<file path="src/rtl/ebpc_pkg.sv">
/*
 * package for the expanded bus and pin control block: register indices,
 * reset values, mode encodings and timing counts.
 * assumes a 250 MHz pclk and an oscillator pin far slower than pclk.
 */
// Notes on behaviour
// - oscillator input runs at four times bus clock; bus clock is oscillator divided by four
// - address bus driven while bus clock low, data bus used while bus clock high
// - data strobe is always the inverse of the bus clock
// - bus-stretch input sampled only at each bus clock rising edge
// - sampled stretch high holds bus clock high four oscillator cycles instead of two
// - sampled stretch low lets bus clock fall two oscillator cycles after rising
// - reset input starts device; reset pin pulled low open-drain on clock or watchdog fault
// - two mode pins latched at reset choose operating mode; outside holds them valid
// - after reset first mode pin is open-drain active-low instruction-start pulse
// - in expanded and test modes read/write line shows data bus direction
// - port A: 8-bit bidirectional, data and direction registers, timer shared, inputs after reset
// - port B output-only: general outputs single-chip, upper address byte expanded
// - port C bidirectional with registers: general I/O single-chip, data bus expanded
// - port D: six bidirectional lines with registers, general I/O or serial unit signals
// - port E 8-bit input-only, shared with converter; unused pins read as inputs
// - active-low interrupt-request input raises a maskable interrupt request
package ebpc_pkg;
	// ==========================================================
	// register indices (byte address is four times the index)
	localparam logic [7:0] IDX_PORT_A_DATA  = 8'h00;
	localparam logic [7:0] IDX_PORT_A_DIR   = 8'h01;
	localparam logic [7:0] IDX_PORT_B_DATA  = 8'h04;
	localparam logic [7:0] IDX_PORT_C_DATA  = 8'h06;
	localparam logic [7:0] IDX_PORT_C_DIR   = 8'h07;
	localparam logic [7:0] IDX_PORT_D_DATA  = 8'h08;
	localparam logic [7:0] IDX_PORT_D_DIR   = 8'h09;
	localparam logic [7:0] IDX_PORT_E_INPUT = 8'h0A;
	localparam logic [7:0] IDX_SYS_CTRL     = 8'h5E;
	localparam logic [7:0] IDX_SYS_STATUS   = 8'h5F;
	localparam int         IDX_LSB          = 2;
	// ==========================================================
	// reset values
	localparam logic [7:0] RST_PORT_DATA    = 8'h00;
	localparam logic [7:0] RST_PORT_DIR     = 8'h00;
	localparam logic [5:0] RST_PORT_D6      = 6'h00;
	localparam logic [1:0] RST_MODE         = 2'h0;
	localparam logic       RST_IRQ_EN       = 1'b0;
	// ==========================================================
	// field positions
	localparam int         CTRL_IRQ_EN_BIT  = 0;
	localparam int         STAT_MODE_LSB    = 0;
	localparam int         STAT_MODE_OK_BIT = 2;
	localparam int         STAT_IRQ_BIT     = 3;
	localparam int         STAT_FAULT_BIT   = 4;
	// ==========================================================
	// modes as {mode_sel_b, mode_sel_a}
	typedef enum logic [1:0] {
		EBPC_MODE_BOOT   = 2'b00,
		EBPC_MODE_TEST   = 2'b01,
		EBPC_MODE_SINGLE = 2'b10,
		EBPC_MODE_EXPAND = 2'b11
	} ebpc_mode_t;
	// ==========================================================
	// bus clock timing in oscillator rising edges; mode capture count in pclk cycles
	localparam logic [2:0] OSC_LOW_CNT      = 3'd2;
	localparam logic [2:0] OSC_HIGH_CNT     = 3'd2;
	localparam logic [2:0] OSC_STRETCH_CNT  = 3'd4;
	localparam logic [1:0] MODE_CAPTURE_CNT = 2'd2;
endpackage : ebpc_pkg

</file>
<file path="src/rtl/ebpc_eclk_gen.sv">
/*
 * bus clock generator: divides the oscillator edges by four and
 * stretches the high phase when the stretch input is sampled high.
 * assumes osc_rise is a one-cycle pulse per oscillator rising edge and
 * stretch_lvl is already synchronised to pclk.
 */
`timescale 1ns/10ps
module ebpc_eclk_gen
	import ebpc_pkg::*;
(
	// clock and reset
	input  wire logic pclk,
	input  wire logic presetn,
	// oscillator edge and stretch level
	input  wire logic osc_rise,
	input  wire logic stretch_lvl,
	// bus clock
	output logic      bus_clk,
	output logic      bus_rise,
	output logic      bus_fall
);
	import ebpc_pkg::*;

	typedef enum logic [0:0] {
		EBPC_E_LOW  = 1'b0,
		EBPC_E_HIGH = 1'b1
	} ebpc_e_state_t;

	ebpc_e_state_t state;
	ebpc_e_state_t next_state;
	logic [2:0]    count;
	logic [2:0]    next_count;
	logic [2:0]    limit;
	logic [2:0]    next_limit;
	logic          next_rise;
	logic          next_fall;

	// ==========================================================
	// next state
	always_comb begin
		next_state = state;
		next_count = count;
		next_limit = limit;
		next_rise  = 1'b0;
		next_fall  = 1'b0;
		if (osc_rise) begin
			next_count = 3'(count + 3'd1);
			case (state)
				EBPC_E_LOW: begin
					if (next_count == OSC_LOW_CNT) begin
						next_state = EBPC_E_HIGH;
						next_count = 3'd0;
						next_rise  = 1'b1;
						// stretch level looked at only here
						next_limit = stretch_lvl ? OSC_STRETCH_CNT : OSC_HIGH_CNT;
					end
				end
				EBPC_E_HIGH: begin
					if (next_count == limit) begin
						next_state = EBPC_E_LOW;
						next_count = 3'd0;
						next_fall  = 1'b1;
					end
				end
				default: begin
					next_state = EBPC_E_LOW;
					next_count = 3'd0;
				end
			endcase
		end
	end

	// ==========================================================
	// registers
	always_ff @(posedge pclk or negedge presetn) begin
		if (!presetn) begin
			state    <= EBPC_E_LOW;
			count    <= 3'd0;
			limit    <= OSC_HIGH_CNT;
			bus_rise <= 1'b0;
			bus_fall <= 1'b0;
		end else begin
			state    <= next_state;
			count    <= next_count;
			limit    <= next_limit;
			bus_rise <= next_rise;
			bus_fall <= next_fall;
		end
	end

	assign bus_clk = (state == EBPC_E_HIGH);
endmodule : ebpc_eclk_gen

</file>
<file path="src/rtl/ebpc_top.sv">
/*
 * expanded bus and pin control: bus clock, data strobe, stretch input,
 * mode latching, ports A to E, reset and interrupt pins, apb registers.
 * assumes a cpu core on pclk gives bus requests and instruction starts,
 * and that fault monitors and serial or timer units sit on pclk too.
 */
`timescale 1ns/10ps
module ebpc_top
	import ebpc_pkg::*;
(
	// clock and reset
	input  wire logic        pclk,
	input  wire logic        presetn,
	// apb slave
	input  wire logic        psel,
	input  wire logic        penable,
	input  wire logic        pwrite,
	input  wire logic [31:0] paddr,
	input  wire logic [31:0] pwdata,
	output logic      [31:0] prdata,
	output logic             pready,
	output logic             pslverr,
	// oscillator and bus clock pins
	input  wire logic        osc_in,
	output logic             osc_out,
	output logic             bus_clk,
	output logic             data_strobe_n,
	input  wire logic        bus_stretch,
	output logic             rw_n,
	// reset pin, open drain
	output logic             reset_pin_out,
	output logic             reset_pin_oe,
	input  wire logic        clock_fail,
	input  wire logic        watchdog_fail,
	// mode pins; mode_sel_a doubles as instr_start_n
	input  wire logic        mode_sel_a,
	input  wire logic        mode_sel_b,
	output logic             instr_start_n,
	output logic             instr_start_oe,
	input  wire logic        instr_start,
	// interrupt request pin
	input  wire logic        irq_n,
	output logic             irq_req,
	// cpu external bus request
	input  wire logic [15:0] cpu_addr,
	input  wire logic [7:0]  cpu_wdata,
	input  wire logic        cpu_write,
	output logic      [7:0]  cpu_rdata,
	output logic             cpu_cycle_end,
	// port a with timer sharing
	input  wire logic [7:0]  port_a_pins_in,
	output logic      [7:0]  port_a_pins_out,
	output logic      [7:0]  port_a_pins_oe,
	input  wire logic [7:0]  timer_a_out,
	input  wire logic [7:0]  timer_a_en,
	// port b
	output logic      [7:0]  port_b_pins,
	// port c
	input  wire logic [7:0]  port_c_pins_in,
	output logic      [7:0]  port_c_pins_out,
	output logic      [7:0]  port_c_pins_oe,
	// port d with serial sharing
	input  wire logic [5:0]  port_d_pins_in,
	output logic      [5:0]  port_d_pins_out,
	output logic      [5:0]  port_d_pins_oe,
	input  wire logic [5:0]  serial_d_out,
	input  wire logic [5:0]  serial_d_en,
	// port e and converter
	input  wire logic [7:0]  port_e_pins,
	input  wire logic [7:0]  adc_pin_used,
	output logic      [7:0]  port_e_to_adc
);
	import ebpc_pkg::*;

	// ==========================================================
	// helpers
	// pins read back as the latch where driven, the pin elsewhere
	function automatic logic [7:0] pin_mix(input logic [7:0] data, input logic [7:0] dir,
		input logic [7:0] pin);
		pin_mix = (data & dir) | (pin & ~dir);
	endfunction : pin_mix

	function automatic logic [31:0] zext8(input logic [7:0] v);
		zext8 = {24'h000000, v};
	endfunction : zext8

	// ==========================================================
	// synchronisers for every pin input
	logic [1:0]  osc_sync;
	logic [1:0]  stretch_sync;
	logic [1:0]  irq_sync;
	logic [1:0]  mode_sel_a_sync;
	logic [1:0]  mode_sel_b_sync;
	logic [7:0]  pa_s1;
	logic [7:0]  pa_s2;
	logic [7:0]  pc_s1;
	logic [7:0]  pc_s2;
	logic [5:0]  pd_s1;
	logic [5:0]  pd_s2;
	logic [7:0]  pe_s1;
	logic [7:0]  pe_s2;
	logic        osc_prev;

	always_ff @(posedge pclk or negedge presetn) begin
		if (!presetn) begin
			osc_sync     <= 2'h0;
			stretch_sync <= 2'h0;
			irq_sync     <= 2'h3;
			mode_sel_a_sync    <= 2'h0;
			mode_sel_b_sync    <= 2'h0;
			pa_s1        <= 8'h00;
			pa_s2        <= 8'h00;
			pc_s1        <= 8'h00;
			pc_s2        <= 8'h00;
			pd_s1        <= 6'h00;
			pd_s2        <= 6'h00;
			pe_s1        <= 8'h00;
			pe_s2        <= 8'h00;
			osc_prev     <= 1'b0;
		end else begin
			osc_sync     <= {osc_sync[0], osc_in};
			stretch_sync <= {stretch_sync[0], bus_stretch};
			irq_sync     <= {irq_sync[0], irq_n};
			mode_sel_a_sync    <= {mode_sel_a_sync[0], mode_sel_a};
			mode_sel_b_sync    <= {mode_sel_b_sync[0], mode_sel_b};
			pa_s1        <= port_a_pins_in;
			pa_s2        <= pa_s1;
			pc_s1        <= port_c_pins_in;
			pc_s2        <= pc_s1;
			pd_s1        <= port_d_pins_in;
			pd_s2        <= pd_s1;
			pe_s1        <= port_e_pins;
			pe_s2        <= pe_s1;
			osc_prev     <= osc_sync[1];
		end
	end

	// ==========================================================
	// bus clock
	logic osc_rise;
	logic bus_rise;
	logic bus_fall;

	assign osc_rise = osc_sync[1] & ~osc_prev;

	ebpc_eclk_gen u_eclk (
		.pclk        (pclk),
		.presetn     (presetn),
		.osc_rise    (osc_rise),
		.stretch_lvl (stretch_sync[1]),
		.bus_clk     (bus_clk),
		.bus_rise    (bus_rise),
		.bus_fall    (bus_fall)
	);

	assign data_strobe_n = ~bus_clk;

	// ==========================================================
	// mode latch: pins must settle through the synchroniser first
	logic [1:0] mode;
	logic [1:0] next_mode;
	logic [1:0] cap_cnt;
	logic [1:0] next_cap_cnt;
	logic       mode_ok;
	logic       next_mode_ok;
	logic       expanded;

	always_comb begin
		next_mode    = mode;
		next_cap_cnt = cap_cnt;
		next_mode_ok = mode_ok;
		if (!mode_ok) begin
			next_cap_cnt = 2'(cap_cnt + 2'd1);
			if (cap_cnt == MODE_CAPTURE_CNT) begin
				next_mode    = {mode_sel_b_sync[1], mode_sel_a_sync[1]};
				next_mode_ok = 1'b1;
			end
		end
	end

	// test mode also runs the external bus
	assign expanded = mode_ok & mode[0];

	// ==========================================================
	// external bus: address presented from the fall, data in the high phase
	logic [15:0] bus_addr;
	logic [15:0] next_bus_addr;
	logic [7:0]  bus_wdata;
	logic [7:0]  next_bus_wdata;
	logic        bus_write;
	logic        next_bus_write;
	logic [7:0]  next_cpu_rdata;

	always_comb begin
		next_bus_addr  = bus_addr;
		next_bus_wdata = bus_wdata;
		next_bus_write = bus_write;
		next_cpu_rdata = cpu_rdata;
		if (bus_fall) begin
			next_cpu_rdata = pc_s2;
			next_bus_addr  = cpu_addr;
			next_bus_wdata = cpu_wdata;
			next_bus_write = cpu_write & expanded;
		end
	end

	assign cpu_cycle_end = bus_fall;
	assign rw_n          = ~(expanded & bus_write);

	// ==========================================================
	// apb registers
	logic [7:0] pa_data;
	logic [7:0] pa_dir;
	logic [7:0] pb_data;
	logic [7:0] pc_data;
	logic [7:0] pc_dir;
	logic [5:0] pd_data;
	logic [5:0] pd_dir;
	logic       irq_en;
	logic [7:0] next_pa_data;
	logic [7:0] next_pa_dir;
	logic [7:0] next_pb_data;
	logic [7:0] next_pc_data;
	logic [7:0] next_pc_dir;
	logic [5:0] next_pd_data;
	logic [5:0] next_pd_dir;
	logic       next_irq_en;
	logic [31:0] next_prdata;
	logic        next_pslverr;
	logic [7:0]  idx;
	logic        hit;
	logic [7:0]  pe_read;
	logic [7:0]  status;

	assign idx     = paddr[IDX_LSB +: 8];
	// pins the converter owns read as zero
	assign pe_read = pe_s2 & ~adc_pin_used;
	assign status  = {3'h0, clock_fail | watchdog_fail, irq_req, mode_ok, mode};

	always_comb begin
		hit = 1'b1;
		case (idx)
			IDX_PORT_A_DATA:  next_prdata = zext8(pin_mix(pa_data, pa_dir, pa_s2));
			IDX_PORT_A_DIR:   next_prdata = zext8(pa_dir);
			IDX_PORT_B_DATA:  next_prdata = zext8(pb_data);
			IDX_PORT_C_DATA:  next_prdata = zext8(pin_mix(pc_data, pc_dir, pc_s2));
			IDX_PORT_C_DIR:   next_prdata = zext8(pc_dir);
			IDX_PORT_D_DATA:  next_prdata = zext8(pin_mix({2'h0, pd_data}, {2'h0, pd_dir}, {2'h0, pd_s2}));
			IDX_PORT_D_DIR:   next_prdata = zext8({2'h0, pd_dir});
			IDX_PORT_E_INPUT: next_prdata = zext8(pe_read);
			IDX_SYS_CTRL:     next_prdata = zext8({7'h00, irq_en});
			IDX_SYS_STATUS:   next_prdata = zext8(status);
			default: begin
				next_prdata = 32'h00000000;
				hit         = 1'b0;
			end
		endcase
		if (|paddr[1:0] || |paddr[31:IDX_LSB + 8]) begin
			hit         = 1'b0;
			next_prdata = 32'h00000000;
		end
		next_pslverr = ~hit;
		// read data is set up during the setup phase, answered without waits
		if (!(psel && !penable)) begin
			next_prdata  = prdata;
			next_pslverr = pslverr;
		end
		next_pa_data = pa_data;
		next_pa_dir  = pa_dir;
		next_pb_data = pb_data;
		next_pc_data = pc_data;
		next_pc_dir  = pc_dir;
		next_pd_data = pd_data;
		next_pd_dir  = pd_dir;
		next_irq_en  = irq_en;
		if (psel && penable && pwrite && hit) begin
			case (idx)
				IDX_PORT_A_DATA: next_pa_data = pwdata[7:0];
				IDX_PORT_A_DIR:  next_pa_dir  = pwdata[7:0];
				IDX_PORT_B_DATA: next_pb_data = pwdata[7:0];
				IDX_PORT_C_DATA: next_pc_data = pwdata[7:0];
				IDX_PORT_C_DIR:  next_pc_dir  = pwdata[7:0];
				IDX_PORT_D_DATA: next_pd_data = pwdata[5:0];
				IDX_PORT_D_DIR:  next_pd_dir  = pwdata[5:0];
				IDX_SYS_CTRL:    next_irq_en  = pwdata[CTRL_IRQ_EN_BIT];
				default: begin
					next_irq_en = irq_en;
				end
			endcase
		end
	end

	assign pready = 1'b1;

	// ==========================================================
	// state registers
	always_ff @(posedge pclk or negedge presetn) begin
		if (!presetn) begin
			mode      <= RST_MODE;
			cap_cnt   <= 2'd0;
			mode_ok   <= 1'b0;
			bus_addr  <= 16'h0000;
			bus_wdata <= 8'h00;
			bus_write <= 1'b0;
			cpu_rdata <= 8'h00;
			pa_data   <= RST_PORT_DATA;
			pa_dir    <= RST_PORT_DIR;
			pb_data   <= RST_PORT_DATA;
			pc_data   <= RST_PORT_DATA;
			pc_dir    <= RST_PORT_DIR;
			pd_data   <= RST_PORT_D6;
			pd_dir    <= RST_PORT_D6;
			irq_en    <= RST_IRQ_EN;
			prdata    <= 32'h00000000;
			pslverr   <= 1'b0;
			osc_out   <= 1'b1;
		end else begin
			mode      <= next_mode;
			cap_cnt   <= next_cap_cnt;
			mode_ok   <= next_mode_ok;
			bus_addr  <= next_bus_addr;
			bus_wdata <= next_bus_wdata;
			bus_write <= next_bus_write;
			cpu_rdata <= next_cpu_rdata;
			pa_data   <= next_pa_data;
			pa_dir    <= next_pa_dir;
			pb_data   <= next_pb_data;
			pc_data   <= next_pc_data;
			pc_dir    <= next_pc_dir;
			pd_data   <= next_pd_data;
			pd_dir    <= next_pd_dir;
			irq_en    <= next_irq_en;
			prdata    <= next_prdata;
			pslverr   <= next_pslverr;
			// inverting buffer of the oscillator, three pclk late
			osc_out   <= ~osc_sync[1];
		end
	end

	// ==========================================================
	// pins
	assign port_a_pins_out = (timer_a_en & timer_a_out) | (~timer_a_en & pa_data);
	assign port_a_pins_oe  = pa_dir | timer_a_en;
	assign port_b_pins     = expanded ? bus_addr[15:8] : pb_data;
	// data bus driven only on writes while the bus clock is high
	assign port_c_pins_out = expanded ? bus_wdata : pc_data;
	assign port_c_pins_oe  = expanded ? {8{bus_write & bus_clk}} : pc_dir;
	assign port_d_pins_out = (serial_d_en & serial_d_out) | (~serial_d_en & pd_data);
	assign port_d_pins_oe  = pd_dir | serial_d_en;
	assign port_e_to_adc   = pe_s2;

	assign reset_pin_out  = 1'b0;
	assign reset_pin_oe   = clock_fail | watchdog_fail;
	// pin is released to the mode strap until the mode is latched
	assign instr_start_n  = 1'b0;
	assign instr_start_oe = mode_ok & instr_start;
	assign irq_req        = irq_en & ~irq_sync[1];
endmodule : ebpc_top

</file>
<file path="config.mk">
export PLATFORM = sky130hd
export DESIGN_NAME = ebpc_top
export DESIGN_NICKNAME = d
export VERILOG_FILES = /design/src/rtl/ebpc_pkg.sv /design/src/rtl/ebpc_eclk_gen.sv /design/src/rtl/ebpc_top.sv
export SDC_FILE = /design/constraint.sdc
export NUM_CORES = 1
export LEC_CHECK = 0
export BUFFER_PORTS_ARGS = -buffer_cell sky130_fd_sc_hd__buf_4
export CAP_MARGIN = 20
export CELL_PAD_IN_SITES_DETAIL_PLACEMENT = 1
export CELL_PAD_IN_SITES_GLOBAL_PLACEMENT = 1
export CORE_MARGIN = 2
export CORE_UTILIZATION = 34
export CTS_CLUSTER_SIZE = 28
export DETAILED_ROUTE_END_ITERATION = 8
export GPL_TIMING_DRIVEN = 0
export PLACE_DENSITY = 0.8
export SLEW_MARGIN = 0
export SYNTH_ARGS = -nofsm -noshare
export SYNTH_HDL_FRONTEND = slang
export SYNTH_HIERARCHICAL = 1
export SYNTH_SLANG_ARGS = --single-unit
</file>
<file path="constraint.sdc">
create_clock -name pclk -period 1.9 [get_ports pclk]
set_input_delay 0.285 -clock pclk [delete_from_list [all_inputs] [get_ports pclk]]
set_output_delay 0.285 -clock pclk [all_outputs]
set_load 0.1 [all_outputs]
</file>
==> results of run 1 <==
## worst paths after layout
kind	startpoint	endpoint	slack (ps)	depth (start not counted)
setup / recovery	mode[0]$_DFFE_PN0P_	port_b_pins[5]	-60	4
hold / removal	cpu_addr[10]	bus_addr[10]$_DFFE_PN0P_	90	2
setup reg to reg	u_eclk/count[0]$_DFFE_PN0P_	u_eclk/count[1]$_DFFE_PN0P_	110	5
hold reg to reg	pe_s1[6]$_DFF_PN0_	port_e_to_adc[6]$_DFF_PN0_	350	0
max in group asynchronous	presetn	irq_sync[1]$_DFF_PN1_	610	3
min in group asynchronous	presetn	pc_s2[6]$_DFF_PN0_	390	2
## through the flow
step	worst slack, ps	hold WS (ps)
detailed placement	-732	296
global placement	-754	331
CTS	-151	72.1
finish	-60.4	86.7
global route	-101	78.3
floorplan	-252	-10.6
## layout by cell type (no fill, tap or decap), types with 6 or more instances in the layout
master and count:
sky130_fd_sc_hd__a21o_4 8, sky130_fd_sc_hd__a21oi_1 11, sky130_fd_sc_hd__a32oi_1 6, sky130_fd_sc_hd__buf_12 27, sky130_fd_sc_hd__buf_4 242, sky130_fd_sc_hd__clkbuf_1 6, sky130_fd_sc_hd__clkbuf_16 18, sky130_fd_sc_hd__clkbuf_2 8
sky130_fd_sc_hd__conb_1 27, sky130_fd_sc_hd__dfrtp_1 162, sky130_fd_sc_hd__dlygate4sd3_1 36, sky130_fd_sc_hd__inv_1 10, sky130_fd_sc_hd__mux2_2 83, sky130_fd_sc_hd__mux2_4 28, sky130_fd_sc_hd__mux2i_1 6, sky130_fd_sc_hd__nand2_1 25
sky130_fd_sc_hd__nand3_1 6, sky130_fd_sc_hd__nand3b_1 7, sky130_fd_sc_hd__nor2_1 17, sky130_fd_sc_hd__nor2b_1 7, sky130_fd_sc_hd__nor3_1 8, sky130_fd_sc_hd__nor4_1 6, sky130_fd_sc_hd__o211ai_1 10, sky130_fd_sc_hd__o21ai_0 18
sky130_fd_sc_hd__or2_2 16
## flip-flops by register name, indices dropped and copies added (netlist names), 3 cells and up
signal / flops
pd_dir: 6
u_eclk/count: 3
pc_data: 8
pe_s1: 8
port_e_to_adc: 8
pa_dir: 8
pc_dir: 8
bus_addr: 8
pb_data: 8
pc_s2: 8
pc_s1: 8
pd_s1: 6
cpu_rdata: 8
pd_data: 6
pa_s1: 8
bus_wdata: 8
pa_data: 8
pd_s2: 6
prdata: 8
pa_s2: 8
## worst max-delay path: cells and delay by family, from the launching register on
kind,cells,cell delay (ps)
buffers and inverters,2,340
multiplexers,1,320
flip-flops,1,460
AND/OR/NAND/NOR,1,130
## routing by layer
metal,vias up,share of wire [%],track usage [%]
li1,2630,-,-
met1,2936,41,25.3
met2,203,51,37.7
met3,28,6.7,5.76
met4,0,1.5,4.86
met5,-,0,0
## layout make-up
class,instances,area [sq um]
clock buffer,19,443
sequential,171,4290
multi-input combinational,362,3090
clock inverter,13,133
inverter,11,45.0
buffer,45,323
tap,275,344
timing repair buffer,284,2600
fill,2185,9750
## where the power goes
part	internal [mW]	switching, mW
Clock	1.88	1.53
Combinational	1.56	2.99
Sequential	4.01	0.246
## repair_timing
action                                  CTS  global route
gates resized for setup                  89            40
cloned                                    0             1
endpoints found under the setup margin   85            74
setup buffers                            14            15
pin swaps                                 7             9
hold buffers                             36             0
hold endpoints to repair                107             0
==> results.txt, run 1 <==
The clock-pin slew reported for the worst setup and hold paths after clock tree synthesis works out to 70 ps. Dividing total power by cell area gives a power density of 1080 mW/mm^2. Entering global routing, the biggest net connects 100 pins. The run gives 23900 um as the sum of routed wire length over all layers. The proportion of layout cells with a drive suffix above 1 is 53.5%, and the number of instances in the synthesized netlist is 566.

The height of the chip was 151 um. The synthesized area per cell is 12.9 sq um, and the antenna diode count is 0. The run finished, with violations left. The tools report the type of element launching the critical path as a flip-flop. The number of antenna violations at the first check in global routing is 0, and the via count of the routed design is 5797.

After detailed routing, the average wire length per cell comes to 20.3 um. The critical path capture point type is a primary output. The number of max-capacitance violations reported came out at 0. For this design the static power due to leakage is 5.33 nW.

For the pin with the worst max-slew slack, the measured transition is 761 ps. 280 I/O pins were placed. Summed over all layers, the global routing overflow is 0. Summing every instance area after synthesis gives 0.00730 sq mm. After the flow finishes, the layout carries non-filler instances totaling 1180.

Setup repair after global routing could not meet its margin everywhere. The count of synthesis-stage warnings from yosys was 6. The worst setup path category was flip-flop to primary output. The final reports fail on setup timing. For the number of placement rows, the log shows 53. The tools report the clock tree root buffer cell as sky130_fd_sc_hd__clkbuf_16.

The core region is 0.0210 sq mm. The die is 151 um wide. The HPWL after detailed placement is 17400 um. Port buffering added 218 buffers.

At the end of the flow, the number of nets in the layout was 1063. In this run the cell area measured after placement is 0.00961 sq mm. Final count of pins violating max slew: 0.

For this design, the slowest cell found on the critical path is sky130_fd_sc_hd__dfrtp_2. Critical path required time: 1620 ps. The slack of the critical path is -60.4 ps, and the aggregate negative setup slack is -878 ps. For the full die area, the log shows 0.0227 sq mm. Routability-driven placement finished with a final weighted congestion of 0.831. The run gives 1085 as the total instance count after detailed placement.

For the post-route cell area, the log shows 0.0113 sq mm. The final hold violation count is 0. The type of the tightest min-delay check is input pin to flip-flop. The area growth from synthesis to layout is 54.4%.

The run gives 0 as the number of nets with antenna violations after detailed routing. Counting every sink on the clock net gives 171. The largest single stage delay on the critical path is 460 ps.

In the routed layout, each cell is associated on average with a via count of 4.91. Traced cell by cell, the critical path runs through nand2_8 -> clkbuf_16 -> mux2_4 -> buf_12. The maximum vdd drop came out at 1.28 mV. Once layout is complete, the utilization of the core stands at 53.6%. For the maximum clock skew at final layout, the log shows 13.4 ps. The clock buffer count from CTS was 17. In the global route stage, overall resource usage came out at 21.1%.

For the initial standard-cell utilization of the core, the log shows 34.7%. Data on the critical path arrives at its endpoint at 1680 ps. The number of buffers on the longest clock path came out at 2.

Highest achievable clock rate: 510 MHz. The routed design could run at a clock period as short as 1960 ps. The maximum fanout along the worst path came out at 5.

After the first detailed-routing iteration, the DRC count stood at 239. TritonCTS built the clock tree. The maximum level of the CTS H-tree was 4; the DRC violation count after routing was 0. The via count of the first global-routing pass was 6290. The first global-routing pass estimated 35400 um of wire. The later pin in the worst-skew pair is clocked with a latency of 430 ps. Setup violations remaining at the end of the flow were counted as 24. The first detailed-routing pass took 6 iterations. The worst max-slew margin expressed relative to the limit is 48.9%, and the share of the clock period used by the worst path after layout is 103%. For the total power consumption of the routed design, the log shows 12.2 mW.
No activity file was read; power rests on OpenSTA's default activity.
==> run 2, diff against run 1 <==
Settings changed: SETUP_SLACK_MARGIN set to 0.02.
==> results.txt, run 2 (synthesized netlist as in run 1, its figures left out) <==
Among cell families on the critical path, the largest total delay comes from flip-flops. The routed length per placed instance works out to 21.5 um (+5.8%). The number of max-capacitance violations reported is 0 (unchanged), and the antenna diode count is 0 (unchanged).

Highest achievable clock rate: 496 MHz (-2.8%). The clock buffer count from CTS was 17 (unchanged); the buffers plus inverters on the worst setup path was 2 (unchanged). The utilization after layout was 54.1% (+0.51 points); the clock period minus final worst setup slack was 2020 ps (+56.6 ps). The type of the tightest min-delay check was input pin to flip-flop. Critical path capture point type: a primary output. TritonCTS built the clock tree. The share of the clock period used by the worst path after layout came out at 106% (+3.0 points). Setup repair after global routing could not meet its margin everywhere. Final count of pins violating max slew: 0 (unchanged). The placeable core region was 0.0210 sq mm (unchanged).

The port buffer count came out at 218 (unchanged). The clock-pin slew reported for the worst setup and hold paths after clock tree synthesis was 70 ps (about the same). The checks that failed: setup timing. Global-route congestion overflow total: 0 (unchanged). The clock tree root buffer cell was sky130_fd_sc_hd__clkbuf_16.

The worst setup slack before clock tree synthesis came out at -757 ps (-24.9 ps). For the aggregate negative setup slack, the log shows -1940 ps (-1060 ps). The slack of the critical path was -117 ps (-56.6 ps); the full die area was 0.0227 sq mm (unchanged). For the combined global-route utilization of all metal layers, the log shows 22.2% (+1.1 points). The instance area after placement is 0.00962 sq mm (about the same), and the final RePlAce weighted congestion is 0.850 (+2.3%). The critical path goes through nand2_8 -> clkbuf_16 -> mux2_4 -> buf_12. The tools report the total iterations of the first detailed-routing run as 4 (-2). The tools report the number of buffers on the longest clock path as 2 (unchanged). The data arrival time of the critical path came out at 1730 ps (+50 ps). For the top-level port count, the log shows 280 (unchanged).

For the first-iteration detailed-routing DRC count, the log shows 220 (-7.9%). The critical path required time is 1620 ps (about the same), and the maximum level of the CTS H-tree is 4 (unchanged). The worst-case hold slack was 81.0 ps (-5.71 ps); the detailed placer's ending HPWL was 17600 um (+0.95%). The initial standard-cell utilization of the core was 34.7% (unchanged); the height of the chip was 151 um (unchanged). Total power per unit cell area: 1110 mW/mm^2 (+2.2%). The via count of the first global-routing pass is 6366 (+1.2%), and the maximum fanout along the worst path is 7 (+2). For the DRC violation count after routing, the log shows 0 (unchanged).

For this design, the slowest cell found on the critical path is sky130_fd_sc_hd__dfrtp_2. The via count of the routed design is 5759 (-0.66%). For the sum of routed wire length over all layers, the log shows 25300 um (+5.6%). The worst setup path is launched from a flip-flop. The number of endpoints failing setup at the final stage was 24 (unchanged). In the layout the commonest cells are 231 x sky130_fd_sc_hd__buf_4, 162 x sky130_fd_sc_hd__dfrtp_1, 83 x sky130_fd_sc_hd__mux2_2, 36 x sky130_fd_sc_hd__dlygate4sd3_1, 28 x sky130_fd_sc_hd__mux2_4.

The total leakage power came out at 5.35 nW (+0.41%). The run gives 7.70 ps (-5.69 ps) as the maximum clock skew at final layout. The tools report the number of placement rows as 53 (unchanged). The flow ran to the end, but the final reports show violations. The proportion of layout cells with a drive suffix above 1 is 53.4% (-0.10 points), and the insertion delay of the later-clocked pin in the worst-skew pair is 430 ps (about the same). Commonest non-fill, non-tap cell in the layout: sky130_fd_sc_hd__buf_4. The pin count of the biggest net entering global routing came out at 95 (-5.0%). The via-per-instance ratio is 4.89 (-0.49%), and the area added between synthesis and finish is 55.8%.

The tools report the number of nets with antenna violations after detailed routing as 0 (unchanged). The critical path in this run is classified as flip-flop to primary output. The layout net count is 1061 (-0.19%).

For the worst max-slew margin expressed relative to the limit, the log shows 44.4% (-4.5 points). Width of the die: 151 um (unchanged). The post-route cell area was 0.0114 sq mm (+0.94%). The worst stage delay on the critical path came out at 470 ps (about the same).

Number of antenna violations at the first check in global routing: 0 (unchanged). The final hold violation count was 0 (unchanged). Transition time at the pin with the least slew margin: 834 ps (+73.5 ps).

The clock sink count was 171 (unchanged); the first-pass GRT wire length was 37100 um (+4.8%). The maximum vdd drop was 1.10 mV (-15%).
-- run 2: per-layer routing --
metal,vias to the layer above,global-route usage [%],wire length (um)
met5,-,0,0
met4,0,5.09,292
met3,23,6.45,1930
met2,216,39.3,13100
met1,2902,26.7,9930
li1,2618,-,-
-- run 2: final timing paths --
check / start / end / slack [ps] / depth (start not counted)
setup / recovery: mode[0]$_DFFE_PN0P_ / port_b_pins[5] / -120 / 4
hold / removal: cpu_addr[12] / bus_addr[12]$_DFFE_PN0P_ / 80 / 2
setup reg to reg: u_eclk/count[0]$_DFFE_PN0P_ / u_eclk/count[1]$_DFFE_PN0P_ / 140 / 5
hold reg to reg: pe_s1[7]$_DFF_PN0_ / port_e_to_adc[7]$_DFF_PN0_ / 350 / 0
max in group asynchronous: presetn / irq_sync[0]$_DFF_PN1_ / 600 / 3
min in group asynchronous: presetn / pc_s2[6]$_DFF_PN0_ / 400 / 2
-- run 2: repair_timing --
item	CTS	global route
hold buffers	36	0
setup endpoints to repair	92	63
pin swaps	9	12
hold endpoints to repair	112	0
buffers inserted	15	12
resized for setup	92	41
cloned	0	2
-- run 2: per-stage QoR --
stage,power (mW),std cells
final,12.6,1178
after global routing,13.0,1178
after CTS,12.5,1167
after detailed placement,8.24,1085
after global placement,8.14,1084
after floorplan,7.20,591
-- run 2: cell type report --
class	count	area, sq um
Multi-Input combinational cell	362	3100
Fill cell	2166	9640
Buffer	45	325
Tap cell	275	344
Timing Repair Buffer	282	2630
Sequential cell	171	4290
Inverter	11	45.0
Clock inverter	13	204
Clock buffer	19	443
-- run 2: power breakdown --
group / switching [mW] / internal (mW) / leakage [nW] / total (mW)
clock: 1.54 / 2.27 / 0.308 / 3.82
combinational: 2.99 / 1.53 / 2.89 / 4.53
sequential: 0.242 / 4.01 / 2.15 / 4.25
total: 4.78 / 7.82 / 5.35 / 12.6
